**config.mk**
```make
export PLATFORM = sky130hd
export DESIGN_NAME = system_reset_controller
export DESIGN_NICKNAME = d
export VERILOG_FILES = /design/src/rtl/reset_ctrl_pkg.sv /design/src/rtl/level_sync.sv /design/src/rtl/stretch_counter.sv /design/src/rtl/system_reset_controller.sv
export VERILOG_INCLUDE_DIRS = /design/src /design/src/rtl
export SDC_FILE = /design/constraint.sdc
export NUM_CORES = 1
export LEC_CHECK = 0
export BUFFER_PORTS_ARGS = -buffer_cell sky130_fd_sc_hd__buf_4
export CORE_MARGIN = 8
export CORE_UTILIZATION = 59
export CTS_CLUSTER_SIZE = 25
export DETAILED_ROUTE_END_ITERATION = 10
export PLACE_DENSITY = 0.85
export SLEW_MARGIN = 20
export SYNTH_ARGS = -nofsm -noshare
export SYNTH_HDL_FRONTEND = slang
export SYNTH_SLANG_ARGS = --single-unit
```
**constraint.sdc**
```tcl
create_clock -name REF_CLK_I -period 7.1 [get_ports REF_CLK_I]
set_input_delay 1.065 -clock REF_CLK_I [delete_from_list [all_inputs] [get_ports REF_CLK_I]]
set_output_delay 1.065 -clock REF_CLK_I [all_outputs]
set_load 0.01 [all_outputs]
```
**src/rtl/reset_ctrl_consts.svh**
```systemverilog
// Purpose: timing counts, codes and bit positions of the reset controller
// Assumes: reference clock period of 50 ns
// Notes:   definitions only
`ifndef RESET_CTRL_CONSTS_SVH
`define RESET_CTRL_CONSTS_SVH

// ==========================================================================
// clock
// ==========================================================================
`define CLK_PERIOD_NS      50

// ==========================================================================
// timing: least widths, rounded up to whole cycles
// ==========================================================================
`define EXT_MIN_WIDTH_NS   400
`define EXT_MIN_CYC        ((`EXT_MIN_WIDTH_NS + `CLK_PERIOD_NS - 1) / `CLK_PERIOD_NS)
`define DROOP_MIN_WIDTH_NS 2000
`define DROOP_MIN_CYC      ((`DROOP_MIN_WIDTH_NS + `CLK_PERIOD_NS - 1) / `CLK_PERIOD_NS)
`define STRETCH_UNIT_CYC   64

// ==========================================================================
// codes and field positions
// ==========================================================================
`define DROOP_LEVEL_OFF    3'h7
`define CAUSE_POWER_BIT    0
`define CAUSE_EXT_BIT      1
`define CAUSE_DROOP_BIT    2
`define CAUSE_WDT_BIT      3
`define CAUSE_SCAN_BIT     4
`define CAUSE_RESET_VALUE  5'h00
`define CTRL_RESET_VALUE   1'h0
`define NUM_SOURCES        5

`endif

```
**src/rtl/reset_ctrl_pkg.sv**
```systemverilog
// Purpose: shared types of the reset controller
// Assumes: nothing
// Notes:   constants live in reset_ctrl_consts.svh
package reset_ctrl_pkg;

    // ======================================================================
    // sequencer states
    // ======================================================================
    typedef enum logic [1:0] {
        ST_HOLD    = 2'b00,   // some source active
        ST_STRETCH = 2'b01,   // all released, delay running
        ST_RUN     = 2'b10    // normal operation
    } seq_state_t;

    typedef logic [4:0] cause_t;   // one flag per source

endpackage

```
**src/rtl/level_sync.sv**
```systemverilog
// Purpose: two-stage synchroniser for a group of levels
// Assumes: inputs are quasi-static levels from outside the clock domain
// Notes:   the first stage is read only by the second
`timescale 1ns/1ps
`default_nettype none

module level_sync #(
    parameter int WIDTH = 1
) (
    // clock
    input  wire logic             clk_i,
    // levels
    input  wire logic [WIDTH-1:0] async_i,
    output logic      [WIDTH-1:0] sync_o
);

    logic [WIDTH-1:0] meta;   // first stage

    // ======================================================================
    // two flops per bit, no reset so nothing else touches them
    // ======================================================================
    always_ff @(posedge clk_i) begin
        meta   <= async_i;
        sync_o <= meta;
    end

endmodule // level_sync

`default_nettype wire

```
**src/rtl/stretch_counter.sv**
```systemverilog
// Purpose: loadable down-counter that times the reset stretch
// Assumes: load held while any source is active
// Notes:   done is high only at terminal count zero
`timescale 1ns/1ps
`default_nettype none

module stretch_counter #(
    parameter int CNT_W = 16
) (
    // clock and reset
    input  wire logic             clk_i,
    input  wire logic             rst_i,
    // control
    input  wire logic             load_i,
    input  wire logic [CNT_W-1:0] load_value_i,
    // status
    output logic                  done_o
);

    logic [CNT_W-1:0] count;   // remaining cycles

    // ======================================================================
    // reload on any active source, else count down to zero
    // ======================================================================
    always_ff @(posedge clk_i) begin
        if (rst_i || load_i) begin
            count <= load_value_i;
        end else if (count != '0) begin
            count <= count - CNT_W'(1);
        end
    end

    assign done_o = (count == '0);

endmodule // stretch_counter

`default_nettype wire

```
**src/rtl/system_reset_controller.sv**
```systemverilog
// Purpose: combines five reset sources into the stretched chip reset
// Assumes: source and fuse inputs come from outside the clock domain
// Notes:   PORT_INIT_O is combinational so it works with no clock
//
// Overview of operation
// - I/O registers initialised; fetch starts at vector
// - ports forced to initial state at once
// - port forcing needs no running clock
// - reset held until delay counter expires
// - delay length chosen by startup and clock fuses
// - exactly five sources, any one resets
// - power low reasserts reset immediately
// - power good starts the delay counter
// - external pin low beyond minimum width resets
// - external pin release starts the delay counter
// - watchdog resets only when enabled and expired
// - scan reset register one holds reset
// - enabled droop detector resets; release after delay
// - droop must persist two microseconds
// - droop level code 111 disables detector
// - watchdog reset pulse lasts one cycle
// - delay starts on watchdog pulse falling edge
// - scan port off by disable bit or fuse
// - debug and scan fuses keep main clock in sleep unless disable bit set
// - cause flags set per source, cleared by zero
`include "reset_ctrl_consts.svh"
`timescale 1ns/1ps
`default_nettype none

module system_reset_controller
    import reset_ctrl_pkg::*;
#(
    parameter int          CNT_W            = 16,
    parameter logic [15:0] STRETCH_UNIT_CYC = 16'(`STRETCH_UNIT_CYC)
) (
    // clock and reset
    input  wire logic       REF_CLK_I,
    input  wire logic       RST_I,
    // reset sources
    input  wire logic       POWER_LOW_I,
    input  wire logic       EXT_RESET_N_I,
    input  wire logic       WDT_EXPIRE_I,
    input  wire logic       WDT_ENABLE_I,
    input  wire logic       SUPPLY_BELOW_I,
    input  wire logic       SCAN_RESET_REG_I,
    // fuses, high means programmed
    input  wire logic [2:0] DROOP_LEVEL_FUSE_I,
    input  wire logic [1:0] STARTUP_TIME_FUSE_I,
    input  wire logic [3:0] CLOCK_SELECT_FUSE_I,
    input  wire logic       ONCHIP_DEBUG_FUSE_I,
    input  wire logic       SCAN_PORT_FUSE_I,
    // core control and sleep
    input  wire logic       CTRL_WR_I,
    input  wire logic       DEBUG_PORT_DISABLE_WDATA_I,
    input  wire logic       SLEEP_I,
    // reset cause write port
    input  wire logic       CAUSE_WR_I,
    input  wire logic [4:0] CAUSE_WDATA_I,
    // reset outputs
    output logic            PORT_INIT_O,
    output logic            CHIP_RESET_O,
    output logic            FETCH_VECTOR_O,
    // status and control outputs
    output logic [4:0]      CAUSE_FLAGS_O,
    output logic            DEBUG_PORT_DISABLE_O,
    output logic            SCAN_PORT_ENABLE_O,
    output logic            MAIN_CLK_ENABLE_O,
    output logic            DROOP_DETECT_ENABLE_O
);

    // ======================================================================
    // synchronised inputs
    // ======================================================================
    logic [15:0] raw_in;          // all off-domain inputs
    logic [15:0] sync_in;         // after two flops
    logic        power_low;       // supply below power-up level
    logic        ext_low;         // external pin held low
    logic        wdt_expire;      // watchdog period expired
    logic        supply_below;    // droop comparator output
    logic        scan_reset;      // scan-port reset register
    logic [2:0]  droop_level;     // droop trigger select
    logic [1:0]  startup_time;    // startup-time fuse
    logic [3:0]  clock_select;    // clock-select fuse
    logic        ocd_fuse;        // on-chip debug fuse
    logic        scan_fuse;       // scan-port fuse

    assign raw_in = {POWER_LOW_I, ~EXT_RESET_N_I, WDT_EXPIRE_I, SUPPLY_BELOW_I,
                     SCAN_RESET_REG_I, DROOP_LEVEL_FUSE_I, STARTUP_TIME_FUSE_I,
                     CLOCK_SELECT_FUSE_I, ONCHIP_DEBUG_FUSE_I, SCAN_PORT_FUSE_I};

    level_sync #(
        .WIDTH   (16)
    ) u_sync (
        .clk_i   (REF_CLK_I),
        .async_i (raw_in),
        .sync_o  (sync_in)
    );

    assign {power_low, ext_low, wdt_expire, supply_below, scan_reset, droop_level,
            startup_time, clock_select, ocd_fuse, scan_fuse} = sync_in;

    // ======================================================================
    // clockless port forcing
    // ======================================================================
    // driven below, once the droop and watchdog flops are declared

    // ======================================================================
    // external pin width filter
    // ======================================================================
    logic [3:0] ext_count;    // cycles the pin has been low
    logic       ext_active;   // pin low long enough

    // count low cycles, saturate at the least width
    always_ff @(posedge REF_CLK_I) begin
        if (RST_I || !ext_low) begin
            ext_count <= 4'h0;   // short pulses are dropped
        end else if (ext_count != 4'(`EXT_MIN_CYC)) begin
            ext_count <= ext_count + 4'h1;
        end
    end

    assign ext_active = (ext_count == 4'(`EXT_MIN_CYC));

    // ======================================================================
    // droop detector filter
    // ======================================================================
    logic [5:0] droop_count;    // cycles supply has been low
    logic       droop_enable;   // level code not the off code
    logic       droop_active;   // qualified droop

    assign droop_enable = (droop_level != `DROOP_LEVEL_OFF);

    // count below-trigger cycles while enabled
    always_ff @(posedge REF_CLK_I) begin
        if (RST_I || !supply_below || !droop_enable) begin
            droop_count <= 6'h00;
        end else if (droop_count != 6'(`DROOP_MIN_CYC)) begin
            droop_count <= droop_count + 6'h01;
        end
    end

    // droop source, drops once supply is back above upper level
    always_ff @(posedge REF_CLK_I) begin
        if (RST_I) begin
            droop_active <= 1'b0;
        end else begin
            droop_active <= droop_enable && supply_below
                         && (droop_count == 6'(`DROOP_MIN_CYC));
        end
    end

    // drive the analogue enable from the fuse
    always_ff @(posedge REF_CLK_I) begin
        if (RST_I) begin
            DROOP_DETECT_ENABLE_O <= 1'b0;
        end else begin
            DROOP_DETECT_ENABLE_O <= droop_enable;
        end
    end

    // ======================================================================
    // watchdog one-cycle pulse
    // ======================================================================
    logic wdt_seen;    // expiry level of the last cycle
    logic wdt_pulse;   // one-cycle reset pulse

    // rising edge of an enabled expiry makes the pulse
    always_ff @(posedge REF_CLK_I) begin
        if (RST_I) begin
            wdt_seen  <= 1'b0;
            wdt_pulse <= 1'b0;
        end else begin
            wdt_seen  <= wdt_expire;
            wdt_pulse <= wdt_expire && !wdt_seen && WDT_ENABLE_I;
        end
    end

    // raw pins plus held source flops; no clock edge needed to assert
    assign PORT_INIT_O = POWER_LOW_I | ~EXT_RESET_N_I | SCAN_RESET_REG_I
                       | droop_active | wdt_pulse | CHIP_RESET_O;

    // ======================================================================
    // source combiner and stretch counter
    // ======================================================================
    logic             any_source;    // any of the five active
    logic [CNT_W-1:0] stretch_len;   // fuse-selected delay
    logic [2:0]       len_shift;     // fuse-derived scale
    logic             stretch_done;  // terminal count

    // five sources, any one asserts
    assign any_source = power_low | ext_active | wdt_pulse
                      | droop_active | scan_reset;

    // delay scaled by startup-time and clock-select fuses
    assign len_shift   = {startup_time, clock_select[0]};
    assign stretch_len = CNT_W'(STRETCH_UNIT_CYC) << len_shift;

    // reload while a source is active, so counting begins after release
    stretch_counter #(
        .CNT_W        (CNT_W)
    ) u_stretch (
        .clk_i        (REF_CLK_I),
        .rst_i        (RST_I),
        .load_i       (any_source),
        .load_value_i (stretch_len),
        .done_o       (stretch_done)
    );

    // ======================================================================
    // sequencer
    // ======================================================================
    seq_state_t state;        // current state
    seq_state_t next_state;   // next state

    // hold, stretch, run
    always_comb begin
        next_state = state;
        unique case (state)
            ST_HOLD: begin
                if (!any_source) begin
                    next_state = ST_STRETCH;
                end
            end
            ST_STRETCH: begin
                if (any_source) begin
                    next_state = ST_HOLD;
                end else if (stretch_done) begin
                    next_state = ST_RUN;
                end
            end
            ST_RUN: begin
                if (any_source) begin
                    next_state = ST_HOLD;
                end
            end
            default: begin
                next_state = ST_HOLD;       // illegal code recovers
            end
        endcase
    end

    // state register
    always_ff @(posedge REF_CLK_I) begin
        if (RST_I) begin
            state <= ST_HOLD;
        end else begin
            state <= next_state;
        end
    end

    // chip reset and vector-fetch pulse from flops
    always_ff @(posedge REF_CLK_I) begin
        if (RST_I) begin
            CHIP_RESET_O   <= 1'b1;
            FETCH_VECTOR_O <= 1'b0;
        end else begin
            CHIP_RESET_O   <= (next_state != ST_RUN);
            FETCH_VECTOR_O <= (state == ST_STRETCH) && (next_state == ST_RUN);
        end
    end

    // ======================================================================
    // reset cause flags
    // ======================================================================
    cause_t cause_set;   // sources active this cycle

    assign cause_set = {scan_reset, wdt_pulse, droop_active, ext_active, power_low};

    // set beats clear; power-up clears all but its own flag
    always_ff @(posedge REF_CLK_I) begin
        if (RST_I) begin
            CAUSE_FLAGS_O <= `CAUSE_RESET_VALUE;
        end else begin
            for (int i = 0; i < `NUM_SOURCES; i++) begin
                if (cause_set[i]) begin
                    CAUSE_FLAGS_O[i] <= 1'b1;
                end else if (CAUSE_WR_I && !CAUSE_WDATA_I[i]) begin
                    CAUSE_FLAGS_O[i] <= 1'b0;
                end else if (power_low && i != `CAUSE_POWER_BIT) begin
                    CAUSE_FLAGS_O[i] <= 1'b0;
                end
            end
        end
    end

    // ======================================================================
    // debug port disable, scan enable, sleep clock
    // ======================================================================
    // control bit is an I/O register: initialised by chip reset
    always_ff @(posedge REF_CLK_I) begin
        if (RST_I || CHIP_RESET_O) begin
            DEBUG_PORT_DISABLE_O <= `CTRL_RESET_VALUE;
        end else if (CTRL_WR_I) begin
            DEBUG_PORT_DISABLE_O <= DEBUG_PORT_DISABLE_WDATA_I;
        end
    end

    // scan port on only with fuse programmed and bit clear
    always_ff @(posedge REF_CLK_I) begin
        if (RST_I) begin
            SCAN_PORT_ENABLE_O <= 1'b0;
            MAIN_CLK_ENABLE_O  <= 1'b1;
        end else begin
            SCAN_PORT_ENABLE_O <= scan_fuse && !DEBUG_PORT_DISABLE_O;
            MAIN_CLK_ENABLE_O  <= !SLEEP_I
                               || (ocd_fuse && scan_fuse && !DEBUG_PORT_DISABLE_O);
        end
    end

    // ======================================================================
    // checks
    // ======================================================================
    wdt_pulse_one_a: assert property (@(posedge REF_CLK_I) disable iff (RST_I)
        wdt_pulse |=> !wdt_pulse)
        else $error("watchdog pulse longer than one cycle");

    wdt_gate_a: assert property (@(posedge REF_CLK_I) disable iff (RST_I)
        wdt_pulse |-> $past(WDT_ENABLE_I) && $past(wdt_expire))
        else $error("watchdog pulse without enabled expiry");

    source_holds_a: assert property (@(posedge REF_CLK_I) disable iff (RST_I)
        any_source |=> CHIP_RESET_O)
        else $error("active source did not hold chip reset");

    release_done_a: assert property (@(posedge REF_CLK_I) disable iff (RST_I)
        $fell(CHIP_RESET_O) |-> $past(stretch_done) && $past(state == ST_STRETCH))
        else $error("reset released before delay expired");

    fetch_pulse_a: assert property (@(posedge REF_CLK_I) disable iff (RST_I)
        $fell(CHIP_RESET_O) |-> FETCH_VECTOR_O ##1 !FETCH_VECTOR_O)
        else $error("vector fetch not a pulse at release");

    ext_width_a: assert property (@(posedge REF_CLK_I) disable iff (RST_I)
        $rose(ext_active) |-> $past(ext_low, 8))
        else $error("external reset taken before least width");

    droop_width_a: assert property (@(posedge REF_CLK_I) disable iff (RST_I)
        $rose(droop_active) |-> droop_count == 6'(`DROOP_MIN_CYC) && $past(supply_below, 2))
        else $error("droop taken before least width");

    droop_off_a: assert property (@(posedge REF_CLK_I) disable iff (RST_I)
        (droop_level == `DROOP_LEVEL_OFF) |=> !droop_active)
        else $error("droop source active while disabled");

    scan_enable_a: assert property (@(posedge REF_CLK_I) disable iff (RST_I)
        DEBUG_PORT_DISABLE_O |=> !SCAN_PORT_ENABLE_O)
        else $error("scan port enabled while disabled");

    sleep_clock_a: assert property (@(posedge REF_CLK_I) disable iff (RST_I)
        (SLEEP_I && ocd_fuse && scan_fuse && !DEBUG_PORT_DISABLE_O) |=> MAIN_CLK_ENABLE_O)
        else $error("main clock stopped with debug fuse");

    power_flag_a: assert property (@(posedge REF_CLK_I) disable iff (RST_I)
        power_low |=> CAUSE_FLAGS_O[`CAUSE_POWER_BIT])
        else $error("power-up cause flag not set");

    port_force_a: assert property (@(posedge REF_CLK_I) disable iff (RST_I)
        (POWER_LOW_I || !EXT_RESET_N_I || SCAN_RESET_REG_I) |-> PORT_INIT_O)
        else $error("ports not forced by active source");

endmodule // system_reset_controller

`default_nettype wire

```
* Word-level counts from Yosys, hierarchy flattened
Cells that the tools add are included.
Cells by class: add/sub/neg operators 3, $mul 0, divide/modulo/power cells 0, order comparisons 0, equal/unequal tests 9, shift operators 1, mux-type cells 18, bitwise operators 10, reduce and logical (&&, ||, !) cells 39
Operators with widths (count):
- 16-bit 2-to-1 mux | 2
- 16-bit logical NOT | 1
- 16-bit nonzero test | 1
- 7-bit by 3-bit << shifter with 16-bit output, first input constant | 1
- 16-bit by 1-bit subtractor with 16-bit output, second input constant | 1
- 1-bit logical AND | 13
- 3-bit nonzero test | 4
- 1-bit logical NOT | 11
- 1-bit 2-to-1 mux | 11
- 1-bit bitwise OR | 9
- 2-bit 2-to-1 mux | 4
- 6-bit by 1-bit adder with 6-bit output, second input constant | 1
- 6-bit == test, second input constant | 1
- 1-bit logical OR | 6
- 6-bit inequality test, second input constant | 1
- 2-bit case mux with 3 select lines | 1
- 4-bit by 1-bit adder with 4-bit output, second input constant | 1
- 2-bit == test, second input constant | 2
- 4-bit == test, second input constant | 1
- 4-bit inequality test, second input constant | 1
- 2-bit nonzero test | 2
- 3-bit inequality test, second input constant | 1
- 2-bit by 1-bit == test with 1-bit output, second input constant | 1
- 2-bit logical NOT | 1
- 2 further kinds | 2
Storage, ports and cells: register bits after elaboration 74, latch bits 0, memory bits (writable) 0, memory bits (read-only) 0, bits of input ports 28, logic and storage cells 100, memories kept 0

* Longest topological paths before layout
word-level depth 9, gate-level depth with buffers 9, mapped depth without buffers 6

* Hierarchy
A second synthesis with hierarchy kept.
Second synthesis, totals: cells, all modules 240, area total of the unflattened synthesis 2672.6 um^2
By module, submodules not included:
- system_reset_controller | times used 1, cells an instance 116, area an instance 1086.0 um^2
- stretch_counter | times used 1, cells an instance 92, area an instance 945.9 um^2
- level_sync | times used 1, cells an instance 32, area an instance 640.6 um^2

* Worst setup path after synthesis
OpenSTA, ideal clock, no wires.
kind input port to output port, start in EXT_RESET_N_I, end out PORT_INIT_O, data arrival time 1.493 ns, required time 6.035 ns, path slack 4.542 ns, cell stages on the path 3, path buffers 0, cells stage by stage inv_1 -> nor4_1 -> nand3_1
Between the ends: cells in the longest elaborated chain, start to end 6
RTL lines:
- start, declared | RTL line system_reset_controller.sv:41 | input wire logic EXT_RESET_N_I,
- 1-bit NOT | RTL line system_reset_controller.sv:179 | assign PORT_INIT_O = POWER_LOW_I | ~EXT_RESET_N_I | SCAN_RESET_REG_I
- 1-bit bitwise OR (2 in series) | RTL line system_reset_controller.sv:179
- 1-bit bitwise OR (3 in series) | RTL line system_reset_controller.sv:180 | | droop_active | wdt_pulse | CHIP_RESET_O;
- end, declared | RTL line system_reset_controller.sv:60 | output logic PORT_INIT_O,
No other way between the ends.

* Worst setup path in the final report
start in EXT_RESET_N_I, end out PORT_INIT_O
Between the ends: cells in the longest elaborated chain, start to end 6
RTL lines:
- 1-bit NOT
- named net raw_in[14] | RTL line system_reset_controller.sv:74 | logic [15:0] raw_in;
- 1-bit bitwise OR (2 in series) | RTL line system_reset_controller.sv:179
- 1-bit bitwise OR (3 in series) | RTL line system_reset_controller.sv:180
The timed path passes the listed nets, and every way through them passes these cells.

==> results.py <==
metrics = {
    "outcome": {
        "status": "finished clean",
    },
    "power_and_ir_drop": {
        "combPwrFrac_pct": 12.0,
        "pwr-share-seq_pct": 53.2,
        "power_density_nw_per_um2": 272.8,
        "ir_drop_mv": 0.1899,
        "internal-power_uw": 615.8,
        "power.leakage_nw": 1.223,
        "p_sw_uw": 199.8,
        "p_sw_share_pct": 24.50,
        "p_clk_share_pct": 34.8,
    },
    "global_routing": {
        "grt_usage_pct": 15.36,
        "antenna_found_initial": 0,
        "grt_remaining_overflow": 0,
        "grt_pass1_wl_um": 7721,
        "grt_pass1_vias": 1721,
        "grt_max_degree": 25,
    },
    "sta": {
        "maxSlewViolCount": 0,
        "fin_tns_setup_ns": 0,
        "rsz0062_at_grt": "false",
        "period_share_pct": 38.93,
        "max_freq_mhz": 361.8,
        "tightest_slew_ns": 0.7606,
        "hold_violations": 0,
        "timing.final.crit_period_ns": 2.764,
        "setup_viol": 0,
        "relSlewSlack_pct": 49.29,
        "skew_ns": 0.01152,
        "setup_ws_ns": 4.336,
    },
    "drt": {
        "wirelength_um": 4481,
        "drc": 0,
        "vias": 1703,
        "first_pass_iters": 4,
        "post_drt_wl_per_cell_um": 13.96,
        "viasPerCell": 5.305,
        "drt_iter0_drc": 129,
        "drtAntennaViolNets": 0,
    },
    "die": {
        "dieArea_um2": 6579,
        "die_w_um": 81.11,
        "num_rows": 23,
        "start_util_pct": 62.08,
        "core-area_um2": 4029,
        "die_y_um": 81.11,
        "ios": 40,
    },
    "logic_synthesis": {
        "synth.most_common_cell": "dfxtp_1",
        "synthFlopType": "dfxtp_1",
        "syn_inst": 225,
        "synth.area.top_cells": "dfxtp_1 42%, edfxtp_1 19%, xnor2_1 4.6%",
        "synth_top_area_share_pct": 41.62,
        "synth_area_leader_cell": "dfxtp_1",
        "synthArstFlopShare_pct": 0,
        "ys_warn_count": 0,
        "synth_commonest_cells": "52 x dfxtp_1, 23 x nor2_1, 16 x edfxtp_1",
        "syn_area_um2": 2501,
        "ys_types": 38,
        "synth-edff-count": 16,
        "synth_seq_cells": 68,
        "synth.avg_cell_area_um2": 11.12,
        "synthesis.nets": 259,
        "ys_seq_area_share_pct": 60.83,
    },
    "worst_setup_path": {
        "start_kind": "input pin",
        "end_kind": "output pin",
        "timing_worst_setup_path_type": "input pin to output pin",
        "cp.required_ns": 6.03,
        "arrival_ns": 1.70,
        "cp_max_fo": 2,
        "r2r_cells": 5,
    },
    "placement": {
        "io_buffers": 36,
        "dp_hpwl_um": 3212,
        "place_area_um2": 2811,
        "gp_congestion": 0.7998,
        "pre_cts_ws_ns": 3.976,
    },
    "clocking": {
        "htree_levels": 3,
        "cts_tree": "yes",
        "numCtsBuffers": 9,
        "cts-root-buf": "clkbuf_8",
        "clk_latency_ns": 0.33,
        "cts_resized": 0,
        "postCtsSetupBuffers": 0,
        "postCtsHoldBufs": 0,
        "cts_buffer_depth": 2,
        "clkTransAtPathRegs_ns": 0.07,
        "numClockSinks": 68,
    },
    "flow_run": {
        "maxCapViolCount": 0,
    },
    "hold_path": {
        "worstHoldPathType": "register to register",
        "hold_depth": 0,
    },
    "final_layout": {
        "diodes": 0,
        "design_area_um2": 2990,
        "nets": 300,
        "syn_to_final_growth_pct": 19.56,
        "drive_above_1_share_pct": 19.93,
    },
}
[through the flow]
| stage | util (%) | power [mW] | hold WS, ns | std cells |
|---|---|---|---|---|
| CTS | 74.22 | 0.8214 | 0.3275 | 321 |
| finish | 74.22 | 0.8157 | 0.3250 | 321 |
| floorplan | - | 0.5093 | 0.3096 | 225 |
| global placement | 69.78 | 0.5353 | 0.3099 | 305 |
| global route | 74.22 | 0.8546 | 0.3310 | 321 |
| detailed placement | 69.78 | 0.5385 | 0.3121 | 305 |
[cell type report]
cell class / instances / area (µm²)
Tap cell: 50 / 62.56
Clock buffer: 13 / 160.2
Clock inverter: 3 / 18.77
Multi-Input combinational cell: 140 / 915.9
Sequential cell: 68 / 1521
Fill cell: 280 / 1039
Inverter: 11 / 41.29
Timing Repair Buffer: 36 / 270.3
[sequential cells by signal (all words and copies together), names as in the netlist]
register,count
droop_active,1
SCAN_PORT_ENABLE_O,1
MAIN_CLK_ENABLE_O,1
wdt_seen,1
u_sync.meta,13
u_stretch.count,16
ext_count,4
CAUSE_FLAGS_O,5
u_sync.sync_o,13
CHIP_RESET_O,1
DEBUG_PORT_DISABLE_O,1
FETCH_VECTOR_O,1
state,2
wdt_pulse,1
DROOP_DETECT_ENABLE_O,1
droop_count,6
[metal layers]
| layer | wire, µm | share of wire [%] | vias up | GRT usage (%) |
|---|---|---|---|---|
| li1 | - | - | 874 | - |
| met1 | 2037 | 45 | 792 | 18.51 |
| met2 | 2174 | 49 | 29 | 23.90 |
| met3 | 198 | 4.4 | 8 | 5.188 |
| met4 | 71 | 1.6 | 0 | 8.036 |
| met5 | 0 | 0 | - | 0 |
[cells by family (layout without fill, tap and decap cells)]
logic type	count (synthesis)	in the layout	synth area share (%)
fa+ha+maj	6	6	3.001
buf+inv	17	63	2.551
xor+xnor	19	19	6.653
simple gates	90	90	20.81
flops	68	68	60.83
mux	3	3	1.201
compound gates	22	22	4.952
[path summary, 6_finish.rpt]
| path | end | startpoint | slack, ns |
|---|---|---|---|
| worst min-delay path | u_sync.sync_o[14]$_DFF_P_ | u_sync.meta[14]$_DFF_P_ | 0.33 |
| worst max register to register | u_stretch.count[15]$_SDFFCE_PN0P_ | ext_count[0]$_SDFFE_PP0N_ | 4.36 |
| worst min register to register | u_sync.sync_o[14]$_DFF_P_ | u_sync.meta[14]$_DFF_P_ | 0.33 |
| worst max-delay path | PORT_INIT_O | EXT_RESET_N_I | 4.34 |
[critical path: stages]
cell     delay, ns
buf_4         0.08
inv_1         0.04
nor4_1        0.26
nand3_1       0.11
buf_4         0.15
[power groups by stage]
stage	sequential, mW	clock (mW)	combinational, mW
2_1_floorplan	0.439	0	0.0705
3_3_place_gp	0.440	0	0.0953
3_5_place_dp	0.442	0	0.0967
4_1_cts	0.433	0.290	0.0980
5_1_grt	0.436	0.307	0.111
6_report	0.434	0.284	0.0981
[cell usage in the layout (no fill, tap or decap), types with 7 or more instances in the layout]
cell	netlist	routed
clkbuf_8	0	9
nor2_1	23	23
edfxtp_1	16	16
nand3_1	8	8
dfxtp_1	52	52
o21ai_1	7	7
nor3_1	10	10
xnor2_1	13	13
buf_4	0	36
inv_1	11	11
No activity file was read; power rests on OpenSTA's default activity.
